<file path="src/core/opm_pkg.sv">
package opm_pkg;

  // ---------------------------------------------------------------------------
  // Register indices. The byte address of a register is four times its index.
  // ---------------------------------------------------------------------------
  localparam logic [7:0] OPM_IDX_INPUT_CONTROL    = 8'h00;
  localparam logic [7:0] OPM_IDX_VIDEO_SELECTION  = 8'h01;
  localparam logic [7:0] OPM_IDX_VIDEO_ENHANCE    = 8'h02;
  localparam logic [7:0] OPM_IDX_OUTPUT_CONTROL   = 8'h03;
  localparam logic [7:0] OPM_IDX_EXT_OUTPUT_CTRL  = 8'h04;
  localparam logic [7:0] OPM_IDX_GP_OUTPUT        = 8'h05;
  localparam logic [7:0] OPM_IDX_RESERVED_06      = 8'h06;
  localparam logic [7:0] OPM_IDX_FIFO_CONTROL     = 8'h07;
  localparam logic [7:0] OPM_IDX_CONTRAST         = 8'h08;
  localparam logic [7:0] OPM_IDX_SATURATION       = 8'h09;
  localparam logic [7:0] OPM_IDX_BRIGHTNESS       = 8'h0a;
  localparam logic [7:0] OPM_IDX_HUE              = 8'h0b;
  localparam logic [7:0] OPM_IDX_DEFAULT_LUMA     = 8'h0c;
  localparam logic [7:0] OPM_IDX_DEFAULT_CHROMA   = 8'h0d;
  localparam logic [7:0] OPM_IDX_TEMPORAL_DECIM   = 8'h0e;
  localparam logic [7:0] OPM_IDX_POWER_MANAGEMENT = 8'h0f;
  localparam logic [7:0] OPM_IDX_DECODER_STATUS   = 8'h10;
  localparam logic [7:0] OPM_IDX_DECODER_INFO     = 8'h11;
  localparam logic [7:0] OPM_IDX_OUTPUT_POLARITY  = 8'h37;
  localparam logic [7:0] OPM_IDX_RESAMPLE_CONTROL = 8'h44;
  localparam logic [7:0] OPM_IDX_RESERVED_45      = 8'h45;
  localparam logic [7:0] OPM_IDX_RESERVED_F1      = 8'hf1;
  localparam logic [7:0] OPM_IDX_RESERVED_F2      = 8'hf2;

  // Number of registers in the basic block, indices 0 to 15.
  localparam int         OPM_BASIC_COUNT          = 16;

  // ---------------------------------------------------------------------------
  // Values after reset.
  // ---------------------------------------------------------------------------
  localparam logic [7:0] OPM_BASIC_RESET [OPM_BASIC_COUNT] = '{
    8'h00, 8'h80, 8'h04, 8'h0c, 8'h0c, 8'h40, 8'h00, 8'h04,
    8'h80, 8'h80, 8'h00, 8'h00, 8'h10, 8'h88, 8'h00, 8'h00
  };
  localparam logic [7:0]  OPM_RST_OUTPUT_POLARITY  = 8'h00;
  localparam logic [7:0]  OPM_RST_RESAMPLE_CONTROL = 8'h01;
  localparam logic [7:0]  OPM_RST_RESERVED_45      = 8'h23;
  localparam logic [7:0]  OPM_RST_RESERVED_F1      = 8'hf6;
  localparam logic [7:0]  OPM_RST_RESERVED_F2      = 8'h9c;
  localparam logic [31:0] OPM_RDATA_RESET          = 32'h0000_0000;

  // ---------------------------------------------------------------------------
  // Field positions.
  // ---------------------------------------------------------------------------
  localparam int OPM_POL_PIXEL_CLOCK    = 0;
  localparam int OPM_POL_FIFO_FLAG      = 1;
  localparam int OPM_POL_DATA_FIELD     = 2;
  localparam int OPM_POL_FIELD_SYNC     = 3;
  localparam int OPM_POL_CLOCK_REF      = 4;
  localparam int OPM_POL_VERTICAL_SYNC  = 5;
  localparam int OPM_POL_REFERENCE_SYNC = 6;
  localparam int OPM_POL_HORIZ_SYNC     = 7;
  localparam int OPM_RSMP_LOCK_INVERT   = 6;

  // Number of invertible outputs: 13 under the polarity register plus the genlock bit.
  localparam int OPM_SIG_COUNT          = 14;

endpackage : opm_pkg

</file>
<file path="src/core/opm_output_polarity_regs.sv">
`timescale 1ns/1ps
// Overview of operation
// RQ1: Polarity bit 0 inverts all three pixel clocks.
// RQ2: Polarity bit 1 inverts the three FIFO flags.
// RQ3: Polarity bit 2 inverts the data-field output.
// RQ4: Polarity bit 3 inverts the field sync output.
// RQ5: Polarity bit 4 inverts the clock reference output.
// RQ6: Polarity bit 5 inverts the vertical sync output.
// RQ7: Polarity bit 6 inverts both reference outputs together.
// RQ8: Polarity bit 7 inverts the horizontal sync output.
// RQ9: Resample bit 6 inverts the genlock bit.
// RQ10: Software keeps resample bits at default pattern.
// RQ11: Software writes reserved 0x45 with fixed pattern.
// RQ12: Software writes reserved 0xF1 with fixed pattern.
// RQ13: Software writes reserved 0xF2 with fixed pattern.
// RQ14: Polarity register resets to zero, outputs active high.
// RQ15: Polarity only inverts; timing stays unchanged.
module opm_output_polarity_regs #(
  parameter int HADDR_W = 12
) (
  input  wire logic               clock,
  input  wire logic               reset,
  input  wire logic               hsel,
  input  wire logic [HADDR_W-1:0] haddr,
  input  wire logic [1:0]         htrans,
  input  wire logic               hwrite,
  input  wire logic [2:0]         hsize,
  input  wire logic [31:0]        hwdata,
  input  wire logic               hready,
  output logic      [31:0]        hrdata,
  output logic                    hreadyout,
  output logic                    hresp,
  input  wire logic [7:0]         decoder_status_in,
  input  wire logic [7:0]         decoder_info_in,
  input  wire logic               line_locked_clock_in,
  input  wire logic               half_rate_line_clock_in,
  input  wire logic               qualifying_clock_in,
  input  wire logic               fifo_half_full_in,
  input  wire logic               fifo_almost_empty_in,
  input  wire logic               fifo_almost_full_in,
  input  wire logic               data_field_in,
  input  wire logic               field_sync_in,
  input  wire logic               line_clock_reference_in,
  input  wire logic               vertical_sync_in,
  input  wire logic               horizontal_reference_in,
  input  wire logic               vertical_reference_in,
  input  wire logic               horizontal_sync_in,
  input  wire logic               genlock_bit_in,
  output logic                    line_locked_clock_out,
  output logic                    half_rate_line_clock_out,
  output logic                    qualifying_clock_out,
  output logic                    fifo_half_full_out,
  output logic                    fifo_almost_empty_out,
  output logic                    fifo_almost_full_out,
  output logic                    data_field_out,
  output logic                    field_sync_out,
  output logic                    line_clock_reference_out,
  output logic                    vertical_sync_out,
  output logic                    horizontal_reference_out,
  output logic                    vertical_reference_out,
  output logic                    horizontal_sync_out,
  output logic                    realtime_control_genlock_out,
  output logic      [7:0]         input_control,
  output logic      [7:0]         video_selection,
  output logic      [7:0]         video_enhancement_control,
  output logic      [7:0]         output_control,
  output logic      [7:0]         extended_output_control,
  output logic      [7:0]         general_purpose_output,
  output logic      [7:0]         fifo_control,
  output logic      [7:0]         contrast_control,
  output logic      [7:0]         saturation_control,
  output logic      [7:0]         brightness_control,
  output logic      [7:0]         hue_control,
  output logic      [7:0]         default_luma_value,
  output logic      [7:0]         default_chroma_value,
  output logic      [7:0]         temporal_decimation,
  output logic      [7:0]         power_management
);

  // ---------------------------------------------------------------------------
  // Bus decode
  // ---------------------------------------------------------------------------
  logic [7:0]  basic_q [opm_pkg::OPM_BASIC_COUNT];
  logic [7:0]  output_polarity_q;
  logic [7:0]  resample_control_q;
  logic [7:0]  reserved_45_q;
  logic [7:0]  reserved_f1_q;
  logic [7:0]  reserved_f2_q;
  logic        wr_pend_q;
  logic [7:0]  wr_idx_q;
  logic        wr_ok_q;
  logic [31:0] hrdata_q;
  logic        hreadyout_q;

  wire        addr_phase = hsel & hready & htrans[1];
  wire        idx_mapped = (haddr[HADDR_W-1:10] == '0);
  wire [7:0]  rd_idx     = haddr[9:2];
  wire        rd_basic   = (rd_idx[7:4] == 4'h0);

  // Writes to read-only or reserved-empty locations are dropped silently.
  wire        idx_writable =
      idx_mapped & ((rd_basic & (rd_idx != opm_pkg::OPM_IDX_RESERVED_06)) |
                    (rd_idx == opm_pkg::OPM_IDX_OUTPUT_POLARITY) |
                    (rd_idx == opm_pkg::OPM_IDX_RESAMPLE_CONTROL) |
                    (rd_idx == opm_pkg::OPM_IDX_RESERVED_45) |
                    (rd_idx == opm_pkg::OPM_IDX_RESERVED_F1) |
                    (rd_idx == opm_pkg::OPM_IDX_RESERVED_F2));

  wire        wr_en      = wr_pend_q & wr_ok_q;
  wire [7:0]  wr_data    = hwdata[7:0];

  wire [7:0]  rd_stored  =
      !idx_mapped                                      ? 8'h00 :
      rd_basic                                         ? basic_q[rd_idx[3:0]] :
      (rd_idx == opm_pkg::OPM_IDX_DECODER_STATUS)      ? decoder_status_in :
      (rd_idx == opm_pkg::OPM_IDX_DECODER_INFO)        ? decoder_info_in :
      (rd_idx == opm_pkg::OPM_IDX_OUTPUT_POLARITY)     ? output_polarity_q :
      (rd_idx == opm_pkg::OPM_IDX_RESAMPLE_CONTROL)    ? resample_control_q :
      (rd_idx == opm_pkg::OPM_IDX_RESERVED_45)         ? reserved_45_q :
      (rd_idx == opm_pkg::OPM_IDX_RESERVED_F1)         ? reserved_f1_q :
      (rd_idx == opm_pkg::OPM_IDX_RESERVED_F2)         ? reserved_f2_q :
                                                         8'h00;

  // A pipelined master may read a register in the cycle its write data lands.
  wire        rd_forward = wr_en & (wr_idx_q == rd_idx) & idx_mapped;
  wire [7:0]  rd_val     = rd_forward ? wr_data : rd_stored;

  // ---------------------------------------------------------------------------
  // Bus slave state
  // ---------------------------------------------------------------------------
  always_ff @(posedge clock) begin
    if (reset) begin
      wr_pend_q <= 1'b0;
      wr_idx_q  <= 8'h00;
      wr_ok_q   <= 1'b0;
    end else begin
      wr_pend_q <= addr_phase & hwrite;
      if (addr_phase) begin
        wr_idx_q <= rd_idx;
        wr_ok_q  <= idx_writable;
      end
    end
  end

  // Read data is sampled at the end of the address phase so that hrdata comes
  // straight from a flip-flop and the slave still answers with no wait state.
  always_ff @(posedge clock) begin
    if (reset) begin
      hrdata_q    <= opm_pkg::OPM_RDATA_RESET;
      hreadyout_q <= 1'b0;
    end else begin
      hrdata_q    <= (addr_phase & ~hwrite) ? {24'h00_0000, rd_val} : opm_pkg::OPM_RDATA_RESET;
      hreadyout_q <= 1'b1;
    end
  end

  assign hrdata    = hrdata_q;
  assign hreadyout = hreadyout_q;
  assign hresp     = 1'b0;

  // ---------------------------------------------------------------------------
  // Register storage
  // ---------------------------------------------------------------------------
  for (genvar i = 0; i < opm_pkg::OPM_BASIC_COUNT; i++) begin : g_basic
    wire hit = wr_en & (wr_idx_q == 8'(i)) & (8'(i) != opm_pkg::OPM_IDX_RESERVED_06);
    always_ff @(posedge clock) begin
      if (reset) begin
        basic_q[i] <= opm_pkg::OPM_BASIC_RESET[i];
      end else if (hit) begin
        basic_q[i] <= wr_data;
      end
    end
  end

  wire wr_pol  = wr_en & (wr_idx_q == opm_pkg::OPM_IDX_OUTPUT_POLARITY);
  wire wr_rsmp = wr_en & (wr_idx_q == opm_pkg::OPM_IDX_RESAMPLE_CONTROL);
  wire wr_r45  = wr_en & (wr_idx_q == opm_pkg::OPM_IDX_RESERVED_45);
  wire wr_rf1  = wr_en & (wr_idx_q == opm_pkg::OPM_IDX_RESERVED_F1);
  wire wr_rf2  = wr_en & (wr_idx_q == opm_pkg::OPM_IDX_RESERVED_F2);

  // The reserved registers store whatever software writes; keeping the fixed
  // patterns in them is the driver's duty, the hardware does not enforce it.
  always_ff @(posedge clock) begin
    if (reset) begin
      output_polarity_q  <= opm_pkg::OPM_RST_OUTPUT_POLARITY; // RQ14
      resample_control_q <= opm_pkg::OPM_RST_RESAMPLE_CONTROL;
      reserved_45_q      <= opm_pkg::OPM_RST_RESERVED_45;
      reserved_f1_q      <= opm_pkg::OPM_RST_RESERVED_F1;
      reserved_f2_q      <= opm_pkg::OPM_RST_RESERVED_F2;
    end else begin
      if (wr_pol) output_polarity_q <= wr_data;
      if (wr_rsmp) resample_control_q <= wr_data;
      if (wr_r45) reserved_45_q <= wr_data;
      if (wr_rf1) reserved_f1_q <= wr_data;
      if (wr_rf2) reserved_f2_q <= wr_data;
    end
  end

  assign input_control             = basic_q[opm_pkg::OPM_IDX_INPUT_CONTROL[3:0]];
  assign video_selection           = basic_q[opm_pkg::OPM_IDX_VIDEO_SELECTION[3:0]];
  assign video_enhancement_control = basic_q[opm_pkg::OPM_IDX_VIDEO_ENHANCE[3:0]];
  assign output_control            = basic_q[opm_pkg::OPM_IDX_OUTPUT_CONTROL[3:0]];
  assign extended_output_control   = basic_q[opm_pkg::OPM_IDX_EXT_OUTPUT_CTRL[3:0]];
  assign general_purpose_output    = basic_q[opm_pkg::OPM_IDX_GP_OUTPUT[3:0]];
  assign fifo_control              = basic_q[opm_pkg::OPM_IDX_FIFO_CONTROL[3:0]];
  assign contrast_control          = basic_q[opm_pkg::OPM_IDX_CONTRAST[3:0]];
  assign saturation_control        = basic_q[opm_pkg::OPM_IDX_SATURATION[3:0]];
  assign brightness_control        = basic_q[opm_pkg::OPM_IDX_BRIGHTNESS[3:0]];
  assign hue_control               = basic_q[opm_pkg::OPM_IDX_HUE[3:0]];
  assign default_luma_value        = basic_q[opm_pkg::OPM_IDX_DEFAULT_LUMA[3:0]];
  assign default_chroma_value      = basic_q[opm_pkg::OPM_IDX_DEFAULT_CHROMA[3:0]];
  assign temporal_decimation       = basic_q[opm_pkg::OPM_IDX_TEMPORAL_DECIM[3:0]];
  assign power_management          = basic_q[opm_pkg::OPM_IDX_POWER_MANAGEMENT[3:0]];

  // ---------------------------------------------------------------------------
  // Output polarity stage
  // ---------------------------------------------------------------------------
  logic [opm_pkg::OPM_SIG_COUNT-1:0] sig_raw;
  logic [opm_pkg::OPM_SIG_COUNT-1:0] sig_pol;
  logic [opm_pkg::OPM_SIG_COUNT-2:0] sig_q;
  logic                              genlock_q;

  assign sig_raw[12:0] = {horizontal_sync_in, vertical_reference_in, horizontal_reference_in,
                          vertical_sync_in, line_clock_reference_in, field_sync_in, data_field_in,
                          fifo_almost_full_in, fifo_almost_empty_in, fifo_half_full_in,
                          qualifying_clock_in, half_rate_line_clock_in, line_locked_clock_in};

  assign sig_pol[2:0]   = {3{output_polarity_q[opm_pkg::OPM_POL_PIXEL_CLOCK]}};    // RQ1
  assign sig_pol[5:3]   = {3{output_polarity_q[opm_pkg::OPM_POL_FIFO_FLAG]}};      // RQ2
  assign sig_pol[6]     = output_polarity_q[opm_pkg::OPM_POL_DATA_FIELD];          // RQ3
  assign sig_pol[7]     = output_polarity_q[opm_pkg::OPM_POL_FIELD_SYNC];          // RQ4
  assign sig_pol[8]     = output_polarity_q[opm_pkg::OPM_POL_CLOCK_REF];           // RQ5
  assign sig_pol[9]     = output_polarity_q[opm_pkg::OPM_POL_VERTICAL_SYNC];       // RQ6
  assign sig_pol[11:10] = {2{output_polarity_q[opm_pkg::OPM_POL_REFERENCE_SYNC]}}; // RQ7
  assign sig_pol[12]    = output_polarity_q[opm_pkg::OPM_POL_HORIZ_SYNC];          // RQ8

  // Every path, inverted or not, has the same single flip-flop of latency, so
  // a change of polarity never shifts an edge relative to the others.
  for (genvar s = 0; s < opm_pkg::OPM_SIG_COUNT - 1; s++) begin : g_pol
    always_ff @(posedge clock) begin
      if (reset) begin
        sig_q[s] <= 1'b0;
      end else begin
        sig_q[s] <= sig_raw[s] ^ sig_pol[s]; // RQ15
      end
    end
  end

  assign sig_raw[13] = genlock_bit_in;
  assign sig_pol[13] = resample_control_q[opm_pkg::OPM_RSMP_LOCK_INVERT];

  always_ff @(posedge clock) begin
    if (reset) begin
      genlock_q <= 1'b0;
    end else begin
      genlock_q <= sig_raw[13] ^ sig_pol[13]; // RQ9
    end
  end

  assign line_locked_clock_out        = sig_q[0];
  assign half_rate_line_clock_out     = sig_q[1];
  assign qualifying_clock_out         = sig_q[2];
  assign fifo_half_full_out           = sig_q[3];
  assign fifo_almost_empty_out        = sig_q[4];
  assign fifo_almost_full_out         = sig_q[5];
  assign data_field_out               = sig_q[6];
  assign field_sync_out               = sig_q[7];
  assign line_clock_reference_out     = sig_q[8];
  assign vertical_sync_out            = sig_q[9];
  assign horizontal_reference_out     = sig_q[10];
  assign vertical_reference_out       = sig_q[11];
  assign horizontal_sync_out          = sig_q[12];
  assign realtime_control_genlock_out = genlock_q;

  // ---------------------------------------------------------------------------
  // Assertions
  // ---------------------------------------------------------------------------
  a_pixel_clock_pol : assert property ( // RQ1
    @(posedge clock) disable iff (reset)
    !$past(reset) |-> (line_locked_clock_out == ($past(line_locked_clock_in) ^ $past(output_polarity_q[0])))
                   && (half_rate_line_clock_out == ($past(half_rate_line_clock_in) ^ $past(output_polarity_q[0])))
                   && (qualifying_clock_out == ($past(qualifying_clock_in) ^ $past(output_polarity_q[0]))))
    else $error("Pixel clock output does not follow polarity bit 0.");

  a_fifo_flag_pol : assert property ( // RQ2
    @(posedge clock) disable iff (reset)
    !$past(reset) |-> (fifo_half_full_out == ($past(fifo_half_full_in) ^ $past(output_polarity_q[1])))
                   && (fifo_almost_empty_out == ($past(fifo_almost_empty_in) ^ $past(output_polarity_q[1])))
                   && (fifo_almost_full_out == ($past(fifo_almost_full_in) ^ $past(output_polarity_q[1]))))
    else $error("FIFO flags do not follow polarity bit 1.");

  a_data_field_pol : assert property ( // RQ3
    @(posedge clock) disable iff (reset)
    !$past(reset) |-> data_field_out == ($past(data_field_in) ^ $past(output_polarity_q[2])))
    else $error("Data-field output does not follow polarity bit 2.");

  a_field_sync_pol : assert property ( // RQ4
    @(posedge clock) disable iff (reset)
    !$past(reset) |-> field_sync_out == ($past(field_sync_in) ^ $past(output_polarity_q[3])))
    else $error("Field sync does not follow polarity bit 3.");

  a_clock_ref_pol : assert property ( // RQ5
    @(posedge clock) disable iff (reset)
    !$past(reset) |-> line_clock_reference_out == ($past(line_clock_reference_in) ^ $past(output_polarity_q[4])))
    else $error("Clock reference does not follow polarity bit 4.");

  a_vsync_pol : assert property ( // RQ6
    @(posedge clock) disable iff (reset)
    !$past(reset) |-> vertical_sync_out == ($past(vertical_sync_in) ^ $past(output_polarity_q[5])))
    else $error("Vertical sync does not follow polarity bit 5.");

  a_reference_pol : assert property ( // RQ7
    @(posedge clock) disable iff (reset)
    !$past(reset) |-> ((horizontal_reference_out ^ $past(horizontal_reference_in)) == $past(output_polarity_q[6]))
                   && ((vertical_reference_out ^ $past(vertical_reference_in)) == $past(output_polarity_q[6])))
    else $error("Reference outputs do not both follow polarity bit 6.");

  a_hsync_pol : assert property ( // RQ8
    @(posedge clock) disable iff (reset)
    !$past(reset) |-> horizontal_sync_out == ($past(horizontal_sync_in) ^ $past(output_polarity_q[7])))
    else $error("Horizontal sync does not follow polarity bit 7.");

  a_genlock_invert : assert property ( // RQ9
    @(posedge clock) disable iff (reset)
    !$past(reset) |-> realtime_control_genlock_out == ($past(genlock_bit_in) ^ $past(resample_control_q[6])))
    else $error("Genlock bit does not follow resample bit 6.");

  a_polarity_reset : assert property ( // RQ14
    @(posedge clock) disable iff (reset)
    $past(reset) |-> (output_polarity_q == 8'h00) && !hrdata[0])
    else $error("Polarity register not zero after reset.");

  // Two consecutive samples under a steady polarity show each horizontal sync edge leaving one cycle after it arrives.
  a_edge_timing : assert property ( // RQ15
    @(posedge clock) disable iff (reset)
    (!$past(reset, 2) && !$past(reset) && ($past(output_polarity_q) == $past(output_polarity_q, 2))) |->
      ((horizontal_sync_out != $past(horizontal_sync_out)) ==
       ($past(horizontal_sync_in) != $past(horizontal_sync_in, 2))))
    else $error("Horizontal sync edge moved relative to its source.");

  a_ready_no_wait : assert property (
    @(posedge clock) disable iff (reset)
    !$past(reset) |-> hreadyout)
    else $error("Slave held off a transfer after reset.");

  a_read_data_idle : assert property (
    @(posedge clock) disable iff (reset)
    (!$past(reset) && !$past(addr_phase & ~hwrite)) |-> (hrdata == opm_pkg::OPM_RDATA_RESET))
    else $error("Read data not zero outside a read data phase.");

  // A read in the data phase of a write to the same index must already see the new byte.
  a_write_forward : assert property (
    @(posedge clock) disable iff (reset)
    (!$past(reset) && $past(addr_phase & ~hwrite & rd_forward)) |-> (hrdata[7:0] == $past(hwdata[7:0])))
    else $error("Read after write to the same index returned stale data.");

  a_status_live : assert property (
    @(posedge clock) disable iff (reset)
    (!$past(reset) && $past(addr_phase & ~hwrite & idx_mapped) &&
     ($past(rd_idx) == opm_pkg::OPM_IDX_DECODER_STATUS)) |-> (hrdata[7:0] == $past(decoder_status_in)))
    else $error("Status read does not return the live status input.");

  a_polarity_store : assert property (
    @(posedge clock) disable iff (reset)
    (!$past(reset) && $past(wr_pol)) |-> (output_polarity_q == $past(hwdata[7:0])))
    else $error("Polarity register did not take the written byte.");

  a_resample_store : assert property (
    @(posedge clock) disable iff (reset)
    (!$past(reset) && $past(wr_rsmp)) |-> (resample_control_q == $past(hwdata[7:0])))
    else $error("Resample register did not take the written byte.");

endmodule : opm_output_polarity_regs

</file>
<file path="config.mk">
export PLATFORM = sky130hd
export DESIGN_NAME = opm_output_polarity_regs
export DESIGN_NICKNAME = d
export VERILOG_FILES = /design/src/core/opm_pkg.sv /design/src/core/opm_output_polarity_regs.sv
export SDC_FILE = /design/constraint.sdc
export NUM_CORES = 1
export LEC_CHECK = 0
export ABC_AREA = 1
export BUFFER_PORTS_ARGS = -buffer_cell sky130_fd_sc_hd__buf_2
export CAP_MARGIN = 30
export CORE_MARGIN = 3
export CORE_UTILIZATION = 35
export CTS_CLUSTER_DIAMETER = 60
export CTS_CLUSTER_SIZE = 20
export DETAILED_ROUTE_END_ITERATION = 12
export SLEW_MARGIN = 40
export SYNTH_ARGS = -nofsm -noshare
export SYNTH_HDL_FRONTEND = slang
export SYNTH_SLANG_ARGS = --single-unit
</file>
<file path="constraint.sdc">
create_clock -name clock -period 2.8 [get_ports clock]
set_input_delay 0 -clock clock [delete_from_list [all_inputs] [get_ports clock]]
set_output_delay 0 -clock clock [all_outputs]
set_load 0.1 [all_outputs]
</file>
==> results of run 1 <==
[cells in the final DEF (no fill, tap or decap), types with 5 or more instances in the layout]
master	netlist	routed
sky130_fd_sc_hd__nand2_1	184	184
sky130_fd_sc_hd__nand3b_1	7	7
sky130_fd_sc_hd__inv_1	64	64
sky130_fd_sc_hd__conb_1	1	25
sky130_fd_sc_hd__inv_2	8	11
sky130_fd_sc_hd__o21ai_0	51	51
sky130_fd_sc_hd__buf_2	5	196
sky130_fd_sc_hd__or2_0	5	5
sky130_fd_sc_hd__buf_4	32	9
sky130_fd_sc_hd__dfxtp_1	73	73
sky130_fd_sc_hd__nor3_1	8	8
sky130_fd_sc_hd__o2111ai_1	6	6
sky130_fd_sc_hd__nand4_1	7	7
sky130_fd_sc_hd__edfxtp_1	120	120
sky130_fd_sc_hd__o211ai_1	13	13
sky130_fd_sc_hd__clkbuf_16	0	17
sky130_fd_sc_hd__o22ai_1	15	15
sky130_fd_sc_hd__dlygate4sd3_1	0	31
sky130_fd_sc_hd__a21oi_1	62	62
sky130_fd_sc_hd__nor2_1	261	261
sky130_fd_sc_hd__nand3_1	45	45
sky130_fd_sc_hd__clkinv_1	10	7
sky130_fd_sc_hd__xnor2_1	18	18
sky130_fd_sc_hd__a211oi_1	5	5
sky130_fd_sc_hd__nor2_2	5	5
[metrics by stage]
stage               instances  worst slack, ns
finish                   1623            0.499
global route             1623            0.300
CTS                      1623            0.473
detailed placement       1560            0.659
global placement         1560            0.713
floorplan                1091             1.05
[critical path: cells and delay by family (launching register included)]
| family | cells | cell delay [ns] |
|---|---|---|
| AOI/OAI and AO/OA | 2 | 0.38 |
| buffers and inverters | 2 | 0.69 |
| DFF | 1 | 0.51 |
| and+or+nand+nor | 6 | 0.67 |
[layer usage]
| metal | vias to the layer above | global-route usage, % | share of wire [%] |
|---|---|---|---|
| met5 | - | 0 | 0.042 |
| met4 | 2 | 6.55 | 1.9 |
| met3 | 45 | 4.37 | 9.9 |
| met2 | 462 | 32.9 | 45 |
| met1 | 3939 | 30.5 | 44 |
| li1 | 3910 | - | - |
[cell families (layout without fill, tap and decap cells)]
| logic type | count (synthesis) | count (layout) | share of synthesized area, % |
|---|---|---|---|
| other cells | 1 | 25 | 0.0406 |
| flops | 193 | 193 | 54.8 |
| simple gates | 546 | 546 | 25.7 |
| xor+xnor | 18 | 18 | 1.71 |
| buf+inv | 152 | 354 | 8.22 |
| compound gates | 157 | 157 | 9.52 |
[flip-flops by register name (all words and copies together), names as in the netlist, 8 cells and up]
signal	cells
hrdata	8
resample_control_q	8
reserved_f2_q	8
output_polarity_q	8
reserved_f1_q	8
wr_idx_q	8
reserved_45_q	8
basic_q	120
[synth_stat cells (2+ instances only)]
master                      instances
sky130_fd_sc_hd__o21ai_1            2
sky130_fd_sc_hd__clkbuf_1          21
sky130_fd_sc_hd__nor3_4             2
sky130_fd_sc_hd__o2111ai_1          6
sky130_fd_sc_hd__inv_2              8
sky130_fd_sc_hd__edfxtp_1         120
sky130_fd_sc_hd__xnor2_1           18
sky130_fd_sc_hd__o22ai_1           15
sky130_fd_sc_hd__buf_6              7
sky130_fd_sc_hd__a211oi_1           5
sky130_fd_sc_hd__nor2_1           261
sky130_fd_sc_hd__inv_4              2
sky130_fd_sc_hd__a21oi_1           62
sky130_fd_sc_hd__nand3b_1           7
sky130_fd_sc_hd__nand3_1           45
sky130_fd_sc_hd__nor3_1             8
sky130_fd_sc_hd__buf_4             32
sky130_fd_sc_hd__o21ai_0           51
sky130_fd_sc_hd__nand4_1            7
sky130_fd_sc_hd__nand3_2            2
sky130_fd_sc_hd__buf_1              2
sky130_fd_sc_hd__nor2_8             2
sky130_fd_sc_hd__nand2_2            3
sky130_fd_sc_hd__buf_2              5
sky130_fd_sc_hd__or2_0              5
sky130_fd_sc_hd__a22oi_1            2
sky130_fd_sc_hd__inv_1             64
sky130_fd_sc_hd__nor2_2             5
sky130_fd_sc_hd__dfxtp_1           73
sky130_fd_sc_hd__o211ai_1          13
sky130_fd_sc_hd__clkinv_1          10
sky130_fd_sc_hd__nor2_4             4
sky130_fd_sc_hd__nand2_1          184
sky130_fd_sc_hd__nor3_2             4
sky130_fd_sc_hd__nand2_4            3
[worst paths after layout]
path | cells after the start | to | startpoint | slack, ns
max | 10 | hrdata[7] | wr_idx_q[0] | 0.50
min | 7 | hrdata[2] | decoder_status_in[2] | 0.03
max reg2reg | 10 | hrdata[7] | wr_idx_q[0] | 0.50
min reg2reg | 2 | resample_control_q[0] | resample_control_q[0] | 0.47
[cell type report]
| class | count | area (µm²) |
|---|---|---|
| clock buffers | 17 | 425 |
| clock inverters | 15 | 200 |
| fillers | 2570 | 14200 |
| inverters | 85 | 330 |
| multi-input cells | 746 | 3500 |
| flip-flops and latches | 193 | 5060 |
| well taps | 330 | 413 |
| repair buffers | 237 | 1380 |
[power by group through the flow]
stage	sequential (mW)	combinational, mW	clock, mW
global placement	3.19	1.17	0
detailed placement	3.19	1.18	0
finish	3.13	1.22	2.58
global route	3.14	1.27	2.71
floorplan	3.67	0.472	0
CTS	3.13	1.21	2.60
==> insert_results.sql, run 1 <==
INSERT INTO impl_metrics (metric_group, metric, value, unit) VALUES
('power', 'worst_ir_drop_vdd', '293', 'µV'),
('global_route', 'maximum_number_of_pins_on_one_net_before_global_route_repair', '52', ''),
('floorplanning', 'die_x', '168', 'µm'),
('yosys', 'netlist-cell-type-count', '42', ''),
('cells_and_area', 'area_growth', '22.5', '%'),
('floorplanning', 'io_pins', '252', ''),
('power', 'fraction_of_power_spent_switching_nets', '33.8', '%'),
('global_route', 'grtUsageTotal', '21.4', '%'),
('clocking', 'cts_made_buffers', '17', ''),
('cells_and_area', 'layout_cells_sized_above_1', '21.7', '%'),
('setup_path', 'slowest_stage', 'sky130_fd_sc_hd__dlygate4sd3_1', ''),
('setup_path', 'required_time_worst_endpoint', '3.18', 'ns'),
('yosys', 'yosysWarnings', '0', ''),
('clocking', 'post_cts_buffers', '0', ''),
('setup_path', 'critical_path.most_common_cell', 'sky130_fd_sc_hd__nand2_1', ''),
('setup_path', 'start_kind', 'register', ''),
('setup_path', 'worstPathArrival', '2.68', 'ns'),
('drt', 'viasPerCell', '5.15', ''),
('yosys', 'synth_flop_type', 'sky130_fd_sc_hd__edfxtp_1', ''),
('drt', 'drt_pre_antenna_iters', '5', ''),
('timing', 'worst_skew', '0.0193', 'ns'),
('global_route', 'overflow', '0', ''),
('power', 'comb_power_share', '17.6', '%'),
('setup_path', 'critPathKind', 'reg -> reg', ''),
('global_route', 'antenna_found_initial', '1', ''),
('global_route', 'first_global_vias', '7725', ''),
('yosys', 'syn_area', '9240', 'µm²'),
('timing', 'timing.final.crit_share', '82.2', '%'),
('outcome', 'result_of_the_run', 'finished, final reports clean', ''),
('placed_design', 'dp.final_hpwl', '22400', 'µm'),
('yosys', 'synth-edff-count', '120', ''),
('clocking', 'cts_num_sinks', '193', ''),
('timing', 'timing.hold.ws', '0.0333', 'ns'),
('flow_run', 'max_cap_violations', '0', ''),
('floorplanning', 'die-height', '168', 'µm'),
('clocking', 'clock_tree_root', 'sky130_fd_sc_hd__clkbuf_16', ''),
('hold_path', 'holdCritPathClass', 'in -> reg', ''),
('placed_design', 'finalWeightedCongestion', '0.880', ''),
('floorplanning', 'core_area', '25500', 'µm²'),
('drt', 'dr.first_iter.drc_count', '756', ''),
('drt', 'route.final.wire_length', '31100', 'µm'),
('clocking', 'tritoncts', 'done', ''),
('floorplanning', 'die_area', '28400', 'µm²'),
('yosys', 'synth_top_cell_area_share', '39.0', '%'),
('timing', 'finalSetupViolCount', '0', ''),
('power', 'share_seq_of_total_power', '45.2', '%'),
('timing', 'rsz0062_at_grt', 'no', ''),
('timing', 'post_layout_min_period', '2.30', 'ns'),
('placed_design', 'placed_area', '10400', 'µm²'),
('clocking', 'htree_levels', '4', ''),
('yosys', 'netlist_instances', '1067', ''),
('setup_path', 'slowest_stage_delay_on_critical_path', '0.57', 'ns'),
('yosys', 'synth_seq_cells', '193', ''),
('cells_and_area', 'nNetsFinal', '1364', ''),
('power', 'switching_power', '2.34', 'mW'),
('drt', 'wire_per_inst', '19.2', 'µm'),
('setup_path', 'path_cells', 'inv_2 > nor2_1 > nand3b_1 > nor2_1 > nand2_1 > nand2_1 > a21oi_1 > nand2_1 > a21oi_1 > dlygate4sd3_1', ''),
('timing', 'totalNegativeSetupSlack', '0', 'ns'),
('clocking', 'path_clk_slew', '0.08', 'ns'),
('power', 'power.internal', '4.58', 'mW'),
('timing', 'timing.max_slew.rel_slack', '41.9', '%'),
('cells_and_area', 'finalInstanceArea', '11300', 'µm²'),
('placed_design', 'input_output_buffers', '196', ''),
('floorplanning', 'rows', '58', ''),
('timing', 'fmax', '435', 'MHz'),
('yosys', 'synth-seq-area-share', '54.8', '%'),
('timing', 'final_hold_viol_count', '0', ''),
('clocking', 'cts_repair_resize_count', '0', ''),
('floorplanning', 'floorplan.initialDensity', '36.2', '%'),
('yosys', 'leading_area_contributor_after_synthesis', 'sky130_fd_sc_hd__edfxtp_1', ''),
('clocking', 'clock_latency', '0.45', 'ns');
No activity file was read; power rests on OpenSTA's default activity.
==> inputs of run 2 (changes only) <==
Settings changed: ABC_AREA 1 to 0.
Clock period 2.8 ns to 2 ns, I/O delays scaled along.
==> run 2 against run 1 <==
- the flow now finishes with violations (setup timing)
- sequential cell count is the same
- non-clock buffer count grew 53
- register-to-register slack lost 0.37 ns
- first-iteration DRC count shrank 27%
- combinational power grew 42%
- sequential share of layout area shrank 2.2 points
- final cell count shrank 12%
- critical path depth shrank 2
- worst hold slack lost 0.031 ns
- count of clock-buffer cells in the layout grew 3
- utilization grew 0.75 points
- largest power group unchanged
==> insert_results.sql, run 2 <==
INSERT INTO impl_metrics (metric_group, metric, value, unit) VALUES
('setup_path', 'required_time_worst_endpoint', '2.37', 'ns'),
('clocking', 'cts_buffer_depth', '2', ''),
('timing', 'slew_violations', '0', ''),
('setup_path', 'worstReg2RegStart', 'wr_idx_q[4]', ''),
('drt', 'route.final.wire_length', '31100', 'µm'),
('drt', 'viasPerCell', '5.21', ''),
('setup_path', 'critPathTopFamily', 'buffers and inverters', ''),
('power', 'power.internal', '6.29', 'mW'),
('global_route', 'first_global_vias', '7400', ''),
('global_route', 'grt_pass1_wl', '45900', 'µm'),
('setup_path', 'worst-r2r-setup-slack', '0.13', 'ns'),
('timing', 'post_layout_min_period', '2.06', 'ns'),
('power', 'share_seq_of_total_power', '46.9', '%'),
('setup_path', 'endpoint', 'hrdata[2]', ''),
('clocking', 'cts_num_sinks', '193', ''),
('placed_design', 'dp.final_hpwl', '22400', 'µm'),
('timing', 'fmax', '486', 'MHz'),
('power', 'comb_power_share', '18.6', '%'),
('yosys', 'synth_seq_cells', '193', ''),
('timing', 'worst_skew', '0.0104', 'ns'),
('clocking', 'tritoncts', 'done', ''),
('cells_and_area', 'most-common-layout-cells', '196 x sky130_fd_sc_hd__buf_2, 120 x sky130_fd_sc_hd__edfxtp_1, 107 x sky130_fd_sc_hd__and2_1', ''),
('timing', 'timing.max_slew.rel_slack', '54.3', '%'),
('setup_path', 'worstPathArrival', '2.43', 'ns'),
('clocking', 'cts_made_buffers', '17', ''),
('drt', 'dr.first_iter.drc_count', '553', ''),
('clocking', 'clock_latency', '0.43', 'ns'),
('cells_and_area', 'finalInstanceArea', '11900', 'µm²'),
('clocking', 'htree_levels', '4', ''),
('timing', 'rsz0062_at_grt', 'no', ''),
('global_route', 'antenna_found_initial', '1', ''),
('yosys', 'synth-edff-count', '120', ''),
('yosys', 'syn-mean-instance-area', '11.4', 'µm²'),
('floorplanning', 'floorplan.initialDensity', '36.2', '%'),
('setup_path', 'path_buf_inv', '3', ''),
('timing', 'totalNegativeSetupSlack', '-0.0593', 'ns'),
('timing', 'timing_worst_slew_pin_value', '0.668', 'ns'),
('cells_and_area', 'largest_register_ff_count', '120', ''),
('cells_and_area', 'insertedDiodeCount', '0', ''),
('flow_run', 'max_cap_violations', '0', ''),
('floorplanning', 'io_pins', '252', ''),
('power', 'power_leakage', '4.87', 'nW'),
('yosys', 'netlist_instances', '837', ''),
('yosys', 'synth.top_cells.by_count', '120 x sky130_fd_sc_hd__edfxtp_1, 107 x sky130_fd_sc_hd__and2_1, 73 x sky130_fd_sc_hd__dfxtp_1', ''),
('setup_path', 'start_kind', 'input port', ''),
('yosys', 'netlist-cell-type-count', '73', ''),
('drt', 'drt_pre_antenna_iters', '5', ''),
('setup_path', 'end_kind', 'register', ''),
('yosys', 'syn_area', '9560', 'µm²'),
('setup_path', 'r2r.worst_path.cells', '5', ''),
('global_route', 'maximum_number_of_pins_on_one_net_before_global_route_repair', '32', ''),
('setup_path', 'path_cells', 'dlygate4sd3_1 > buf_2 > or4b_4 > buf_4 > a2111oi_0 > o221ai_1 > nand4_1 > a22o_1', ''),
('setup_path', 'slowest_stage_delay_on_critical_path', '0.54', 'ns'),
('hold_path', 'holdCritPathClass', 'in -> reg', ''),
('global_route', 'grtUsageTotal', '21.1', '%'),
('drt', 'drt.antenna.violating_nets', '0', ''),
('outcome', 'result_of_the_run', 'complete, but fails checks', ''),
('yosys', 'synth_top_cell_area_share', '37.7', '%'),
('power', 'worst_ir_drop_vdd', '413', 'µV'),
('drt', 'wire_per_inst', '21.8', 'µm'),
('yosys', 'synth_area_leaders', 'sky130_fd_sc_hd__edfxtp_1 38%, sky130_fd_sc_hd__dfxtp_1 15%, sky130_fd_sc_hd__and2_1 7.0%, sky130_fd_sc_hd__mux2i_1 5.4%, sky130_fd_sc_hd__mux4_2 4.9%', ''),
('floorplanning', 'die_area', '29300', 'µm²'),
('setup_path', 'crit_cells', '8', ''),
('cells_and_area', 'register_containing_the_most_flip_flops_in_the_final_layout', 'basic_q', ''),
('placed_design', 'finalWeightedCongestion', '0.977', ''),
('cells_and_area', 'n_fill_cell', '2493', ''),
('yosys', 'postSynth.asyncResetShare', '0', '%'),
('power', 'power.density_cell_area', '782', 'nW/µm²'),
('setup_path', 'path_max_fanout', '9', ''),
('yosys', 'synth_most_common_cell', 'sky130_fd_sc_hd__edfxtp_1', ''),
('yosys', 'synth-seq-area-share', '53.0', '%'),
('clocking', 'clock_tree_root', 'sky130_fd_sc_hd__clkbuf_16', ''),
('floorplanning', 'rows', '59', ''),
('drt', 'drt_drc_violations_left', '0', ''),
('yosys', 'leading_area_contributor_after_synthesis', 'sky130_fd_sc_hd__edfxtp_1', ''),
('drt', 'route.vias.total', '7461', ''),
('timing', 'layout_setup_ws', '-0.0593', 'ns'),
('floorplanning', 'die-height', '171', 'µm'),
('placed_design', 'input_output_buffers', '196', ''),
('timing', 'timing.final.crit_share', '103', '%'),
('cells_and_area', 'nNetsFinal', '1167', ''),
('power', 'fraction_of_power_spent_switching_nets', '32.4', '%'),
('global_route', 'overflow', '0', ''),
('cells_and_area', 'final-seq-area', '5060', 'µm²'),
('setup_path', 'critPathKind', 'in -> reg', ''),
('power', 'clockPowerShare', '34.5', '%'),
('timing', 'finalSetupViolCount', '1', ''),
('outcome', 'violations', 'setup timing', ''),
('cells_and_area', 'layout_cells_sized_above_1', '32.0', '%'),
('cells_and_area', 'area_of_combinational_cells_with_multiple_inputs', '4080', 'µm²'),
('clocking', 'path_clk_slew', '0.07', 'ns'),
('setup_path', 'critPathLaunch', 'haddr[7]', ''),
('floorplanning', 'core_area', '26400', 'µm²'),
('power', 'switching_power', '3.02', 'mW'),
('cells_and_area', 'most_common_library_cell_in_the_layout_ignoring_fill_and_taps', 'sky130_fd_sc_hd__buf_2', ''),
('yosys', 'yosysWarnings', '0', ''),
('floorplanning', 'die_x', '171', 'µm'),
('cells_and_area', 'area_growth', '24.6', '%'),
('setup_path', 'r2r_end', 'basic_q[12][3]', ''),
('placed_design', 'placed_area', '11200', 'µm²'),
('setup_path', 'slowest_stage', 'sky130_fd_sc_hd__dlygate4sd3_1', ''),
('placed_design', 'dp_worst_setup_slack', '0.0602', 'ns'),
('timing', 'final_hold_viol_count', '0', ''),
('yosys', 'synth_flop_type', 'sky130_fd_sc_hd__edfxtp_1', '');
[run 2: cell count changes after synthesis, sizes merged, moves of 50 or more]
| cell | delta |
|---|---|
| nor2 | -203 |
| nand2 | -124 |
| and2 | +107 |
| inv | -64 |
| mux2i | +52 |
| a21oi | -50 |
[run 2: final cells by class]
type / instances / share of cell area [%]
inverter: 11 / 0.347
clock inverter: 12 / 0.799
sequential: 193 / 42.5
clock buffer: 20 / 3.67
multi-input combinational: 570 / 34.2
tap: 335 / 3.52
timing repair buffer: 290 / 14.9
[run 2: worst min path at each step]
stage	start	to	slack [ns]	depth (start not counted)
after detailed placement	horizontal_reference_in	horizontal_reference_out	0.24	3
after global routing	decoder_status_in[5]	hrdata[5]	0.02	3
final	decoder_status_in[5]	hrdata[5]	0.002	3
after global placement	horizontal_sync_in	horizontal_sync_out	0.24	3
after CTS	decoder_status_in[5]	hrdata[5]	0.003	3
after floorplan	data_field_in	data_field_out	0.14	2
[run 2: cells by family after synthesis]
| family | share of synthesized area [%] |
|---|---|
| and+or+nand+nor | 20.9 |
| DFF | 53.0 |
| buffers and inverters | 5.59 |
| AOI/OAI and AO/OA | 6.98 |
| muxes | 11.5 |
| xor gates and xnor gates | 2.02 |
| other | 0.0392 |
[run 2: repair_timing]
action | CTS | global route
buffers inserted | 0 | 1
hold buffers | 19 | 0
endpoints found under the setup margin | 0 | 50
resized for setup | 0 | 5
endpoints found under the hold margin | 19 | 0
[run 2: power groups by stage]
stage | combinational, mW | clock (mW) | sequential (mW)
after global placement | 1.68 | 0 | 4.45
final | 1.73 | 3.21 | 4.37
after floorplan | 0.652 | 0 | 5.12
after global routing | 1.79 | 3.45 | 4.38
after detailed placement | 1.69 | 0 | 4.45
after CTS | 1.72 | 3.26 | 4.36
[run 2: metal layers]
metal	vias to the layer above	share of wire [%]	GRT usage (%)
met3	52	6.9	4.23
met5	-	0	0
li1	3450	-	-
met1	3622	46	30.6
met4	0	2.7	7.38
met2	337	44	31.4
[run 2: per-stage QoR]
stage,util (%),power [mW],hold WS (ns),cells
3_5_place_dp,42.2,6.14,0.243,1379
5_1_grt,45.0,9.62,0.0202,1431
3_3_place_gp,42.2,6.14,0.240,1379
4_1_cts,44.9,9.35,0.00335,1430
6_report,45.0,9.31,0.00205,1431
2_1_floorplan,-,5.77,0.137,861
[run 2: worst register-to-register path, stage by stage (launching register included)]
cell                      delay (ns)
sky130_fd_sc_hd__dfxtp_1        0.43
sky130_fd_sc_hd__nor4_4         0.40
sky130_fd_sc_hd__buf_4          0.18
sky130_fd_sc_hd__nand2_1        0.17
sky130_fd_sc_hd__o21ai_1        0.19
sky130_fd_sc_hd__buf_4          0.20
